### src/design/adcsq_pkg.sv
package adcsq_pkg;

	// ****************************************
	// Register word indexes (byte address = 4 * index)
	// ****************************************
	localparam logic [9:0] IDX_CHAN = 10'h016;
	localparam logic [9:0] IDX_RES_LO = 10'h017;
	localparam logic [9:0] IDX_RES_HI = 10'h018;
	localparam logic [9:0] IDX_PIN_MODE1 = 10'h019;
	localparam logic [9:0] IDX_SPEED_MODE = 10'h01a;
	localparam logic [9:0] IDX_START = 10'h020;
	localparam logic [9:0] IDX_LADDER = 10'h021;
	localparam logic [9:0] IDX_PORT_DATA = 10'h022;
	localparam logic [9:0] IDX_PULLUP = 10'h023;

	// ****************************************
	// Field positions
	// ****************************************
	localparam int BIT_START = 2;
	localparam int BIT_LADDER_OFF = 2;
	localparam int BIT_PULLUP = 3;
	localparam int BIT_SPEED = 0;

	// ****************************************
	// Reset values
	// ****************************************
	localparam logic [3:0] RESET_NIBBLE = 4'h0;
	localparam logic [11:0] RESET_PORT_DATA = 12'hfff;

	// ****************************************
	// Timing: time per result bit, rounded up to clocks
	// ****************************************
	localparam int CLK_PERIOD_NS = 10;
	localparam int BIT_TIME_FAST_NS = 40;
	localparam int BIT_TIME_SLOW_NS = 80;
	localparam int CYC_FAST =
		(BIT_TIME_FAST_NS + CLK_PERIOD_NS - 1) / CLK_PERIOD_NS;
	localparam int CYC_SLOW =
		(BIT_TIME_SLOW_NS + CLK_PERIOD_NS - 1) / CLK_PERIOD_NS;

	typedef enum logic {
		SAR_IDLE,
		SAR_CONV
	} adcsq_sar_state_e;

	typedef enum logic {
		BUS_IDLE,
		BUS_RD_WAIT
	} adcsq_bus_state_e;

endpackage : adcsq_pkg

### src/design/adcsq_sar.sv
// ****************************************
// Successive-approximation step engine
// ****************************************
module adcsq_sar #(
	parameter int RES_W = 8,
	parameter int CNT_W = 8
) (
	input wire logic clk,
	input wire logic rst,
	input wire logic start,
	input wire logic run,
	input wire logic [CNT_W-1:0] cycles_per_bit,
	input wire logic comp_above,
	output logic [RES_W-1:0] trial_code,
	output logic busy,
	output logic done,
	output logic [RES_W-1:0] result
);
	adcsq_pkg::adcsq_sar_state_e state_reg, state_next;
	logic [RES_W-1:0] code_reg, code_next;
	logic [RES_W-1:0] mask_reg, mask_next;
	logic [CNT_W-1:0] cnt_reg, cnt_next;
	logic [RES_W-1:0] decided;

	always_comb begin
		state_next = state_reg;
		code_next = code_reg;
		mask_next = mask_reg;
		cnt_next = cnt_reg;
		done = 1'b0;
		// Comparator says input is below the trial: drop the bit
		decided = comp_above ? code_reg : (code_reg & ~mask_reg);
		case (state_reg)
			adcsq_pkg::SAR_IDLE: begin
				if (start) begin
					state_next = adcsq_pkg::SAR_CONV;
					mask_next = {1'b1, {(RES_W-1){1'b0}}};
					code_next = {1'b1, {(RES_W-1){1'b0}}};
					cnt_next = '0;
				end
			end
			adcsq_pkg::SAR_CONV: begin
				// Frozen while the system clock is away
				if (run) begin
					if (cnt_reg == cycles_per_bit - 1'b1) begin
						cnt_next = '0;
						if (mask_reg[0]) begin
							done = 1'b1;
							code_next = decided;
							state_next = adcsq_pkg::SAR_IDLE;
						end else begin
							code_next = decided | (mask_reg >> 1);
							mask_next = mask_reg >> 1;
						end
					end else begin
						cnt_next = cnt_reg + 1'b1;
					end
				end
			end
			default: state_next = adcsq_pkg::SAR_IDLE;
		endcase
	end

	always_ff @(posedge clk) begin
		if (rst) begin
			state_reg <= adcsq_pkg::SAR_IDLE;
			code_reg <= '0;
			mask_reg <= '0;
			cnt_reg <= '0;
		end else begin
			state_reg <= state_next;
			code_reg <= code_next;
			mask_reg <= mask_next;
			cnt_reg <= cnt_next;
		end
	end

	assign trial_code = code_reg;
	assign busy = (state_reg == adcsq_pkg::SAR_CONV);
	assign result = decided;

endmodule : adcsq_sar

### src/design/adcsq_top.sv
// How it works
// (RULE1) One of twelve inputs converts to 8 bits by successive comparison.
// (RULE2) First pin mode register picks digital or analog for pins 0 to 3.
// (RULE3) Second pin mode register sets speed and analog use of pins 4 to 11.
// (RULE4) Channel register picks the input routed to the comparator.
// (RULE5) Writing one to start flag bit 2 begins a conversion.
// (RULE6) On completion the result loads and the start flag clears together.
// (RULE7) Ladder-off flag bit 2 set cuts ladder current in any mode.
// (RULE8) Result is read only, split into low and high nibble registers.
// (RULE9) Reset does not clear the result.
// (RULE10) A finished result holds until the next conversion starts.
// (RULE11) Result reads during a conversion give no guaranteed value.
// (RULE12) Software must not write the start flag while converting.
// (RULE13) Software sets the start flag only by single-bit set instructions.
// (RULE14) No conversion progress in stop, watch or subactive mode.
// (RULE15) Low-power modes cut ladder current whatever the off flag holds.
// (RULE16) Reset sets all port data bits; pull-up enable then pulls pins up.
// (RULE17) Analog pins keep pull-up while enable is set and data bit is one.
// (RULE18) Software clears the data bit of a pin used as analog input.
// (RULE19) Stop mode resets control and cancels all analog pin assignments.
// (RULE20) Each speed setting gives a fixed clock count per result bit.
//
// The AHB-Lite slave port was chosen for this implementation.
module adcsq_top #(
	parameter int N_CHAN = 12,
	parameter int RES_W = 8
) (
	input wire logic clk,
	input wire logic rst,
	input wire logic hsel,
	input wire logic [31:0] haddr,
	input wire logic [1:0] htrans,
	input wire logic hwrite,
	input wire logic [2:0] hsize,
	input wire logic [31:0] hwdata,
	input wire logic hready,
	output logic hreadyout,
	output logic hresp,
	output logic [31:0] hrdata,
	input wire logic stop_mode,
	input wire logic watch_mode,
	input wire logic subactive_mode,
	input wire logic comp_above,
	output logic [3:0] mux_channel,
	output logic [RES_W-1:0] ladder_code,
	output logic ladder_current_on,
	output logic [N_CHAN-1:0] analog_pin_en,
	output logic [N_CHAN-1:0] port_data_out,
	output logic [N_CHAN-1:0] pullup_on,
	output logic conv_busy
);
	// ****************************************
	// Bus slave
	// ****************************************
	adcsq_pkg::adcsq_bus_state_e bus_reg, bus_next;
	logic wr_pend_reg, wr_pend_next;
	logic [9:0] idx_reg, idx_next;
	logic addr_ok_reg, addr_ok_next;
	logic [31:0] rdata_reg, rdata_next;
	logic addr_fire;
	logic wr_fire;

	function automatic logic [9:0] word_index(input logic [31:0] a);
		return a[11:2];
	endfunction : word_index

	function automatic logic addr_valid(input logic [31:0] a);
		return (a[1:0] == 2'b00) && (a[31:12] == 20'h00000);
	endfunction : addr_valid

	// ****************************************
	// Control state
	// ****************************************
	logic ctrl_rst;
	logic low_power;
	logic [3:0] chan_reg, chan_next;
	logic [3:0] mode1_reg, mode1_next;
	logic [3:0] mode2_reg, mode2_next;
	logic start_reg, start_next;
	logic ladder_off_reg, ladder_off_next;
	logic pullup_en_reg, pullup_en_next;
	logic [N_CHAN-1:0] pdata_reg, pdata_next;
	logic [RES_W-1:0] result_reg;
	logic ladder_on_reg, ladder_on_next;
	logic [N_CHAN-1:0] apin_reg, apin_next;
	logic sar_start;
	logic sar_busy;
	logic sar_done;
	logic [RES_W-1:0] sar_result;
	logic [7:0] cycles_per_bit;

	// Stop mode acts as a reset of the control state only
	assign ctrl_rst = rst | stop_mode; // [RULE19]
	assign low_power = stop_mode | watch_mode | subactive_mode;
	assign addr_fire = hsel & htrans[1] & hready;
	assign wr_fire = wr_pend_reg;

	always_comb begin
		bus_next = bus_reg;
		wr_pend_next = 1'b0;
		idx_next = idx_reg;
		addr_ok_next = addr_ok_reg;
		rdata_next = rdata_reg;
		hreadyout = 1'b1;
		case (bus_reg)
			adcsq_pkg::BUS_IDLE: begin
				if (addr_fire) begin
					idx_next = word_index(haddr);
					addr_ok_next = addr_valid(haddr);
					wr_pend_next = hwrite;
					if (!hwrite) begin
						bus_next = adcsq_pkg::BUS_RD_WAIT;
					end
				end
			end
			adcsq_pkg::BUS_RD_WAIT: begin
				// One wait state so a read sees any write just before it
				hreadyout = 1'b0;
				rdata_next = '0;
				if (addr_ok_reg) begin
					case (idx_reg)
						adcsq_pkg::IDX_CHAN: rdata_next[3:0] = chan_reg;
						adcsq_pkg::IDX_RES_LO:
							rdata_next[3:0] = result_reg[3:0]; // [RULE8]
						adcsq_pkg::IDX_RES_HI:
							rdata_next[3:0] = result_reg[7:4]; // [RULE8] [RULE11]
						adcsq_pkg::IDX_PIN_MODE1: rdata_next[3:0] = mode1_reg;
						adcsq_pkg::IDX_SPEED_MODE: rdata_next[3:0] = mode2_reg;
						adcsq_pkg::IDX_START:
							rdata_next[adcsq_pkg::BIT_START] = start_reg;
						adcsq_pkg::IDX_LADDER:
							rdata_next[adcsq_pkg::BIT_LADDER_OFF] = ladder_off_reg;
						adcsq_pkg::IDX_PORT_DATA:
							rdata_next[N_CHAN-1:0] = pdata_reg;
						adcsq_pkg::IDX_PULLUP:
							rdata_next[adcsq_pkg::BIT_PULLUP] = pullup_en_reg;
						default: rdata_next = '0;
					endcase
				end
				bus_next = adcsq_pkg::BUS_IDLE;
			end
			default: bus_next = adcsq_pkg::BUS_IDLE;
		endcase
	end

	always_ff @(posedge clk) begin
		if (rst) begin
			bus_reg <= adcsq_pkg::BUS_IDLE;
			wr_pend_reg <= 1'b0;
			idx_reg <= '0;
			addr_ok_reg <= 1'b0;
			rdata_reg <= '0;
		end else begin
			bus_reg <= bus_next;
			wr_pend_reg <= wr_pend_next;
			idx_reg <= idx_next;
			addr_ok_reg <= addr_ok_next;
			rdata_reg <= rdata_next;
		end
	end

	assign hresp = 1'b0;
	assign hrdata = rdata_reg;

	// ****************************************
	// Register writes and conversion control
	// ****************************************
	// Start only when idle: a start written mid-conversion is dropped
	assign sar_start = wr_fire & addr_ok_reg & (idx_reg == adcsq_pkg::IDX_START)
		& hwdata[adcsq_pkg::BIT_START] & ~start_reg & ~low_power; // [RULE5]

	always_comb begin
		chan_next = chan_reg;
		mode1_next = mode1_reg;
		mode2_next = mode2_reg;
		start_next = start_reg;
		ladder_off_next = ladder_off_reg;
		pullup_en_next = pullup_en_reg;
		pdata_next = pdata_reg;
		if (wr_fire && addr_ok_reg) begin
			case (idx_reg)
				adcsq_pkg::IDX_CHAN: chan_next = hwdata[3:0]; // [RULE4]
				adcsq_pkg::IDX_PIN_MODE1: mode1_next = hwdata[3:0]; // [RULE2]
				adcsq_pkg::IDX_SPEED_MODE: mode2_next = hwdata[3:0]; // [RULE3]
				adcsq_pkg::IDX_LADDER:
					ladder_off_next = hwdata[adcsq_pkg::BIT_LADDER_OFF];
				adcsq_pkg::IDX_PORT_DATA: pdata_next = hwdata[N_CHAN-1:0];
				adcsq_pkg::IDX_PULLUP:
					pullup_en_next = hwdata[adcsq_pkg::BIT_PULLUP];
				default: chan_next = chan_reg;
			endcase
		end
		if (sar_start) begin
			start_next = 1'b1; // [RULE5]
		end else if (sar_done) begin
			start_next = 1'b0; // [RULE6]
		end
		// Pins 0-3 one bit each; pins 4-5, 6-7, 8-11 by groups
		apin_next = {{4{mode2_reg[3]}}, {2{mode2_reg[2]}},
			{2{mode2_reg[1]}}, mode1_reg}; // [RULE2] [RULE3]
		ladder_on_next = ~ladder_off_reg & ~low_power; // [RULE7] [RULE15]
	end

	always_ff @(posedge clk) begin
		if (ctrl_rst) begin
			chan_reg <= adcsq_pkg::RESET_NIBBLE;
			mode1_reg <= adcsq_pkg::RESET_NIBBLE;
			mode2_reg <= adcsq_pkg::RESET_NIBBLE;
			start_reg <= 1'b0;
			ladder_off_reg <= 1'b0;
			pullup_en_reg <= 1'b0;
			pdata_reg <= adcsq_pkg::RESET_PORT_DATA; // [RULE16]
			apin_reg <= '0; // [RULE19]
			ladder_on_reg <= 1'b0;
		end else begin
			chan_reg <= chan_next;
			mode1_reg <= mode1_next;
			mode2_reg <= mode2_next;
			start_reg <= start_next;
			ladder_off_reg <= ladder_off_next;
			pullup_en_reg <= pullup_en_next;
			pdata_reg <= pdata_next;
			apin_reg <= apin_next;
			ladder_on_reg <= ladder_on_next;
		end
	end

	// No reset: the last result survives reset and stop
	always_ff @(posedge clk) begin
		if (sar_done) begin
			result_reg <= sar_result; // [RULE6] [RULE9] [RULE10]
		end
	end

	assign cycles_per_bit = mode2_reg[adcsq_pkg::BIT_SPEED]
		? 8'(adcsq_pkg::CYC_SLOW) : 8'(adcsq_pkg::CYC_FAST); // [RULE20]

	adcsq_sar #(
		.RES_W(RES_W),
		.CNT_W(8)
	) u_sar (
		.clk(clk),
		.rst(ctrl_rst),
		.start(sar_start),
		.run(~low_power), // [RULE14]
		.cycles_per_bit(cycles_per_bit),
		.comp_above(comp_above), // [RULE1]
		.trial_code(ladder_code),
		.busy(sar_busy),
		.done(sar_done),
		.result(sar_result)
	);

	assign mux_channel = chan_reg; // [RULE4]
	assign ladder_current_on = ladder_on_reg;
	assign analog_pin_en = apin_reg;
	assign port_data_out = pdata_reg;
	// Pull-up follows data bit even on analog pins
	assign pullup_on = pullup_en_reg ? pdata_reg : '0; // [RULE16] [RULE17]
	assign conv_busy = sar_busy;
endmodule : adcsq_top
### config.mk
export PLATFORM = sky130hd
export DESIGN_NAME = adcsq_top
export DESIGN_NICKNAME = d
export VERILOG_FILES = /design/src/design/adcsq_pkg.sv /design/src/design/adcsq_sar.sv /design/src/design/adcsq_top.sv
export SDC_FILE = /design/constraint.sdc
export NUM_CORES = 1
export LEC_CHECK = 0
export ABC_AREA = 1
export BUFFER_PORTS_ARGS = -buffer_cell sky130_fd_sc_hd__buf_2
export CAP_MARGIN = 20
export CORE_ASPECT_RATIO = 0.9
export CORE_MARGIN = 2
export CORE_UTILIZATION = 45
export CTS_CLUSTER_SIZE = 14
export DETAILED_ROUTE_END_ITERATION = 12
export PLACE_DENSITY = 0.73
export SYNTH_ARGS = -nofsm -noshare
export SYNTH_HDL_FRONTEND = slang
export SYNTH_SLANG_ARGS = --single-unit
### constraint.sdc
create_clock -name clk -period 3.4 [get_ports clk]
set_input_delay 0 -clock clk [delete_from_list [all_inputs] [get_ports clk]]
set_output_delay 0 -clock clk [all_outputs]
set_load 0.005 [all_outputs]
# Yosys cells after proc, flatten, opt, wreduce, memory -nomap -nowiden
# Index checks and enable logic that the tools add are counted.
# word_totals
mem_bits_rw	0
wordCells	108
latch_bits	0
ff_bits	115
inputBits	78
rom_bits	0
mem_count	0
# op_classes
bitwise_logic	20
n_lt_le_gt_ge	0
n_mul	0
mux	36
add_sub_neg	2
n_shift	0
n_reduce_logical	16
n_eq_ne	14
div	0
# ops
cell	n
2-to-1 mux 8 bit	12
== test 10 x 5 -> 1 bit, second input constant	5
case mux 8 bit (2 select lines)	3
== test 10 x 6 -> 1 bit, second input constant	4
2-to-1 mux 12 bit	2
zero test 20 bit	1
AND reduction 2 bit	8
2-to-1 mux 1 bit	13
case mux 2 bit (6 select lines)	1
adder 8 x 1 -> 8 bit, second input constant	1
AND 1 bit	8
AND 8 bit	1
== test 8 bit	1
inequality test 2 bit, second input constant	4
NOT 8 bit	1
bitwise OR 8 x 7 -> 8 bit	1
case mux 1 bit (8 select lines)	1
case mux 1 bit (7 select lines)	1
NOT 1 bit	6
subtractor 4 x 1 -> 5 bit, second input constant	1
2-to-1 mux 4 bit	1
case mux 1 bit (2 select lines)	2
AND reduction 4 bit	1
bitwise OR 1 bit	3
other kinds (5)	6

# Depth between registers and ports, before layout
# depth
ltp_word	8
mapped_depth	12
mapped_depth_nobuf	12

# Hierarchy
# A second synthesis with hierarchy kept.
# hier_totals
hier_cells	661
area_unflattened_um2	4720.8
# modules_own_cells
mod	cells_each	instances	seq_area_each_um2	area_each_um2
adcsq_top	426	1	1441.4	3203.1
adcsq_sar	235	1	500.5	1517.7

# Least setup slack after synthesis
# No wires, ideal clock.
# synth_timing
path_type	flip-flop to flip-flop
start	register u_sar.cnt_reg[0]
end	register result_reg[0], enable pin
setup_slack_ns	1.856
arrival_time_ns	1.217
stages_incl_launch_ff	8
n_path_buf	0
setup_ns	0.328
path_cell_list	dfxtp_1 -> ha_1 -> inv_1 -> nor2_1 -> nand3_1 -> nor3_2 -> nand3_1 -> inv_1
# synth_between
elab_chain_len	4
# synth_lines
element	line_no	text
start, declared	adcsq_sar.sv:22	logic [CNT_W-1:0] cnt_reg, cnt_next;
start signal, assigned	adcsq_sar.sv:74	cnt_reg <= cnt_next;
== test 8 bit	adcsq_sar.sv:45	if (cnt_reg == cycles_per_bit - 1'b1) begin
2-to-1 mux 1 bit	adcsq_sar.sv:45	
2-to-1 mux 1 bit	adcsq_sar.sv:44	if (run) begin
2-to-1 mux 1 bit	adcsq_sar.sv:33	case (state_reg)
net sar_done	adcsq_top.sv:88	logic sar_done;
end signal, assigned	adcsq_top.sv:231	result_reg <= sar_result;
end, declared	adcsq_top.sv:83	logic [RES_W-1:0] result_reg;
# The timed path passes the listed nets, and every way through them passes these cells.
# A chain may end at the register's enable or synchronous reset.

# Final worst setup path
# layout_timing
start	register bus_reg
end	register idx_reg[4]
# layout_between
elab_chain_len	2
# layout_lines
element	line_no	text
start, declared	adcsq_top.sv:55	adcsq_pkg::adcsq_bus_state_e bus_reg, bus_next;
start signal, assigned	adcsq_top.sv:148	bus_reg <= adcsq_pkg::BUS_IDLE;
start signal, assigned	adcsq_top.sv:154	bus_reg <= bus_next;
NOT 1 bit (no line)	n/a	
AND reduction 2 bit (no line)	n/a	
end signal, assigned	adcsq_top.sv:156	idx_reg <= idx_next;
end, declared	adcsq_top.sv:57	logic [9:0] idx_reg, idx_next;
# Every way passes these cells.

==> flow_summary.toml <==
[logic_synthesis]
yosys_warnings = 0
ys_top_cells_by_area = "dfxtp_1 38%, nand2_1 9.6%, nand3_1 6.2%"
synth_top_area_cell = "dfxtp_1"
syn_inst = 617
yosysSeqAreaShare = 0.4291
syn_area_per_cell_um2 = 7.335
yosysTopAreaCellShare = 0.3760
mappedNetlistArea_mm2 = 0.004526
ys_seq_elements = 93
ys_types = 39

[floorplanning]
io-pin-count = 162
die-area_mm2 = 0.01088
core.rowCount = 34
die_y_um = 99.14
coreArea_mm2 = 0.009742
die_x_um = 109.7
initial_core_util = 0.4646

[layout]
finalNetCount = 826
multiInputGateArea_mm2 = 0.002042
drive_gt1_frac = 0.2327
antenna_cells = 0
fin_cells = 878
syn_to_final_growth_pct = 22.12
fillers = 946
regArea_mm2 = 0.001942

[setup_path]
crit_required_ns = 3.62
criticalPathCategory = "reg2reg"
endpoint_kind = "register"
cp_max_fo = 23
rrSetupSlack_ns = 1.35
cp-start-kind = "register"
arrival_ns = 2.27

[drt]
vias = 4384
avgRoutedWirePerCell_um = 13.19
via_per_inst = 4.993
ant_nets = 0
first_pass_iters = 5
drt_iter0_drc = 283
drc_errors = 0
routed_wl_mm = 11.58

[power]
sequentialPowerShare = 0.557
swShare = 0.2682
p_comb_frac = 0.075
peakVddDrop_v = 0.0002316
clkPwrFrac = 0.368
p_leak_nw = 2.577
internal_power_mw = 1.465
powerDensity_mw_per_mm2 = 362.3
power.total_mw = 2.002
p_switching_uw = 537.1

[placed_design]
port_buffers = 116
dp.cells = 833
gp_congestion = 0.8904
place_hpwl_mm = 8.393

[timing]
finalCriticalPeriod_ns = 2.046
worstMarginPinSlew_ns = 0.8069
period_share = 0.6017
clock_skew_ns = 0.01601
relSlewSlack = 0.4605
slew_violations = 0
finalSetupTns_ns = 0
finalHoldViolCount = 0
timing.fmax_mhz = 488.8
finalSetupViolCount = 0
rsz0062_at_grt = "no"

[grt]
antenna_found_initial = 0
grt.overflow.total = 0
grt_pass1_wl_mm = 18.51
grt.total_usage = 0.2133
grt_max_degree = 35
grt_pass1_vias = 4114

[worst_hold_path]
min_path_type = "in2reg"

[clocking]
cts_tree = "yes"
cts-root-buf = "clkbuf_8"
clk_pin_slew_worst_paths_ns = 0.10
cts.path.max_buffers = 2
cts_resized = 0
clock_sinks = 93
cts-buffers-inserted = 9
h-tree-depth = 3
worstSkewPairLatency_ns = 0.37

[job]
maxCapViolCount = 0

[status]
outcome = "finished clean"
-- stage by stage --
stage,hold WS (ns),area [um2],util,worst slack [ns]
after global placement,0.1790,5041,0.5175,1.499
after CTS,0.05044,5527,0.5673,1.387
after detailed placement,0.1968,5041,0.5175,1.392
final,0.05769,5527,0.5673,1.354
after floorplan,0.07679,4601,-,1.856
after global routing,0.1039,5527,0.5673,1.106
-- layout make-up --
class	instances	share of cell area
Multi-Input combinational cell	415	0.3695
Timing Repair Buffer	147	0.1603
Tap cell	126	0.02853
Clock inverter	7	0.01290
Clock buffer	9	0.02241
Sequential cell	93	0.3514
Inverter	81	0.05501
-- synthesized netlist by cell type --
master and count:
nor2_2 7, o21bai_1 1, o211ai_1 4, or2_0 1, a211oi_1 4, o211a_1 4, inv_1 71, buf_4 28
a21oi_2 3, clkbuf_1 12, ha_1 1, nand4_1 3, nand2_2 3, nor3b_1 1, nor2_4 6, buf_2 4
nand2_1 116, inv_2 7, edfxtp_1 8, or2_4 1, a21boi_0 1, conb_1 1, o21ai_2 4, clkinv_1 3
nor3_2 4, nor2_1 68, nand2_4 5, o21ai_1 6, nand3_2 1, nand3_1 56, buf_1 1, xnor2_1 1
o21ai_0 30, nor4_1 5, nor3_1 5, a21oi_1 49, xor2_1 4, dfxtp_1 85, buf_6 3
-- metal layers --
metal | vias to the layer above | track usage | share of wire
li1 | 2191 | - | -
met1 | 2001 | 0.2533 | 0.42
met2 | 174 | 0.3917 | 0.49
met3 | 18 | 0.04063 | 0.073
met4 | 0 | 0.05355 | 0.016
met5 | - | 0 | 0
-- power by group through the flow --
stage	sequential [mW]	clock [mW]	combinational (mW)
3_3_place_gp	1.14	0	0.121
3_5_place_dp	1.14	0	0.123
2_1_floorplan	1.14	0	0.0917
4_1_cts	1.12	0.754	0.149
5_1_grt	1.12	0.796	0.168
6_report	1.12	0.736	0.151
-- worst max-delay path, cell delays in order, from the launching register on --
cell and delay (ns):
dfxtp_1 0.32, inv_1 0.31, nand4_1 0.73, o21ai_0 0.45, a21oi_1 0.09
-- worst paths after layout --
kind / start / to / cells after the start
setup / recovery: bus_reg / idx_reg[4] / 4
hold / removal: comp_above / result_reg[2] / 3
setup reg to reg: bus_reg / idx_reg[4] / 4
hold reg to reg: mode1_reg[0] / analog_pin_en[0] / 2
-- kinds of logic (layout without fill, tap and decap cells) --
logic type / Yosys count / after routing / synth area share
xor+xnor: 5 / 5 / 0.009676
buf+inv: 129 / 244 / 0.1363
other cells: 1 / 21 / 0.0008286
compound gates: 106 / 106 / 0.1330
simple gates: 282 / 282 / 0.2884
flops: 93 / 93 / 0.4291
fa+ha+maj: 1 / 1 / 0.002764
-- cell usage in the layout, fill, tap and decap left out, types with 21 or more instances in the layout --
cell / instances
buf_2: 116
nor2_1: 68
dfxtp_1: 85
conb_1: 21
nand2_1: 116
inv_1: 71
dlygate4sd3_1: 29
a21oi_1: 49
o21ai_0: 30
nand3_1: 56
-- timing repair --
| action | 4_1_cts | 5_1_grt |
|---|---|---|
| setup buffers | 0 | 0 |
| hold buffers | 29 | 0 |
| hold endpoints to repair | 31 | 0 |
Note: power is estimated with default switching activity, not from simulation.
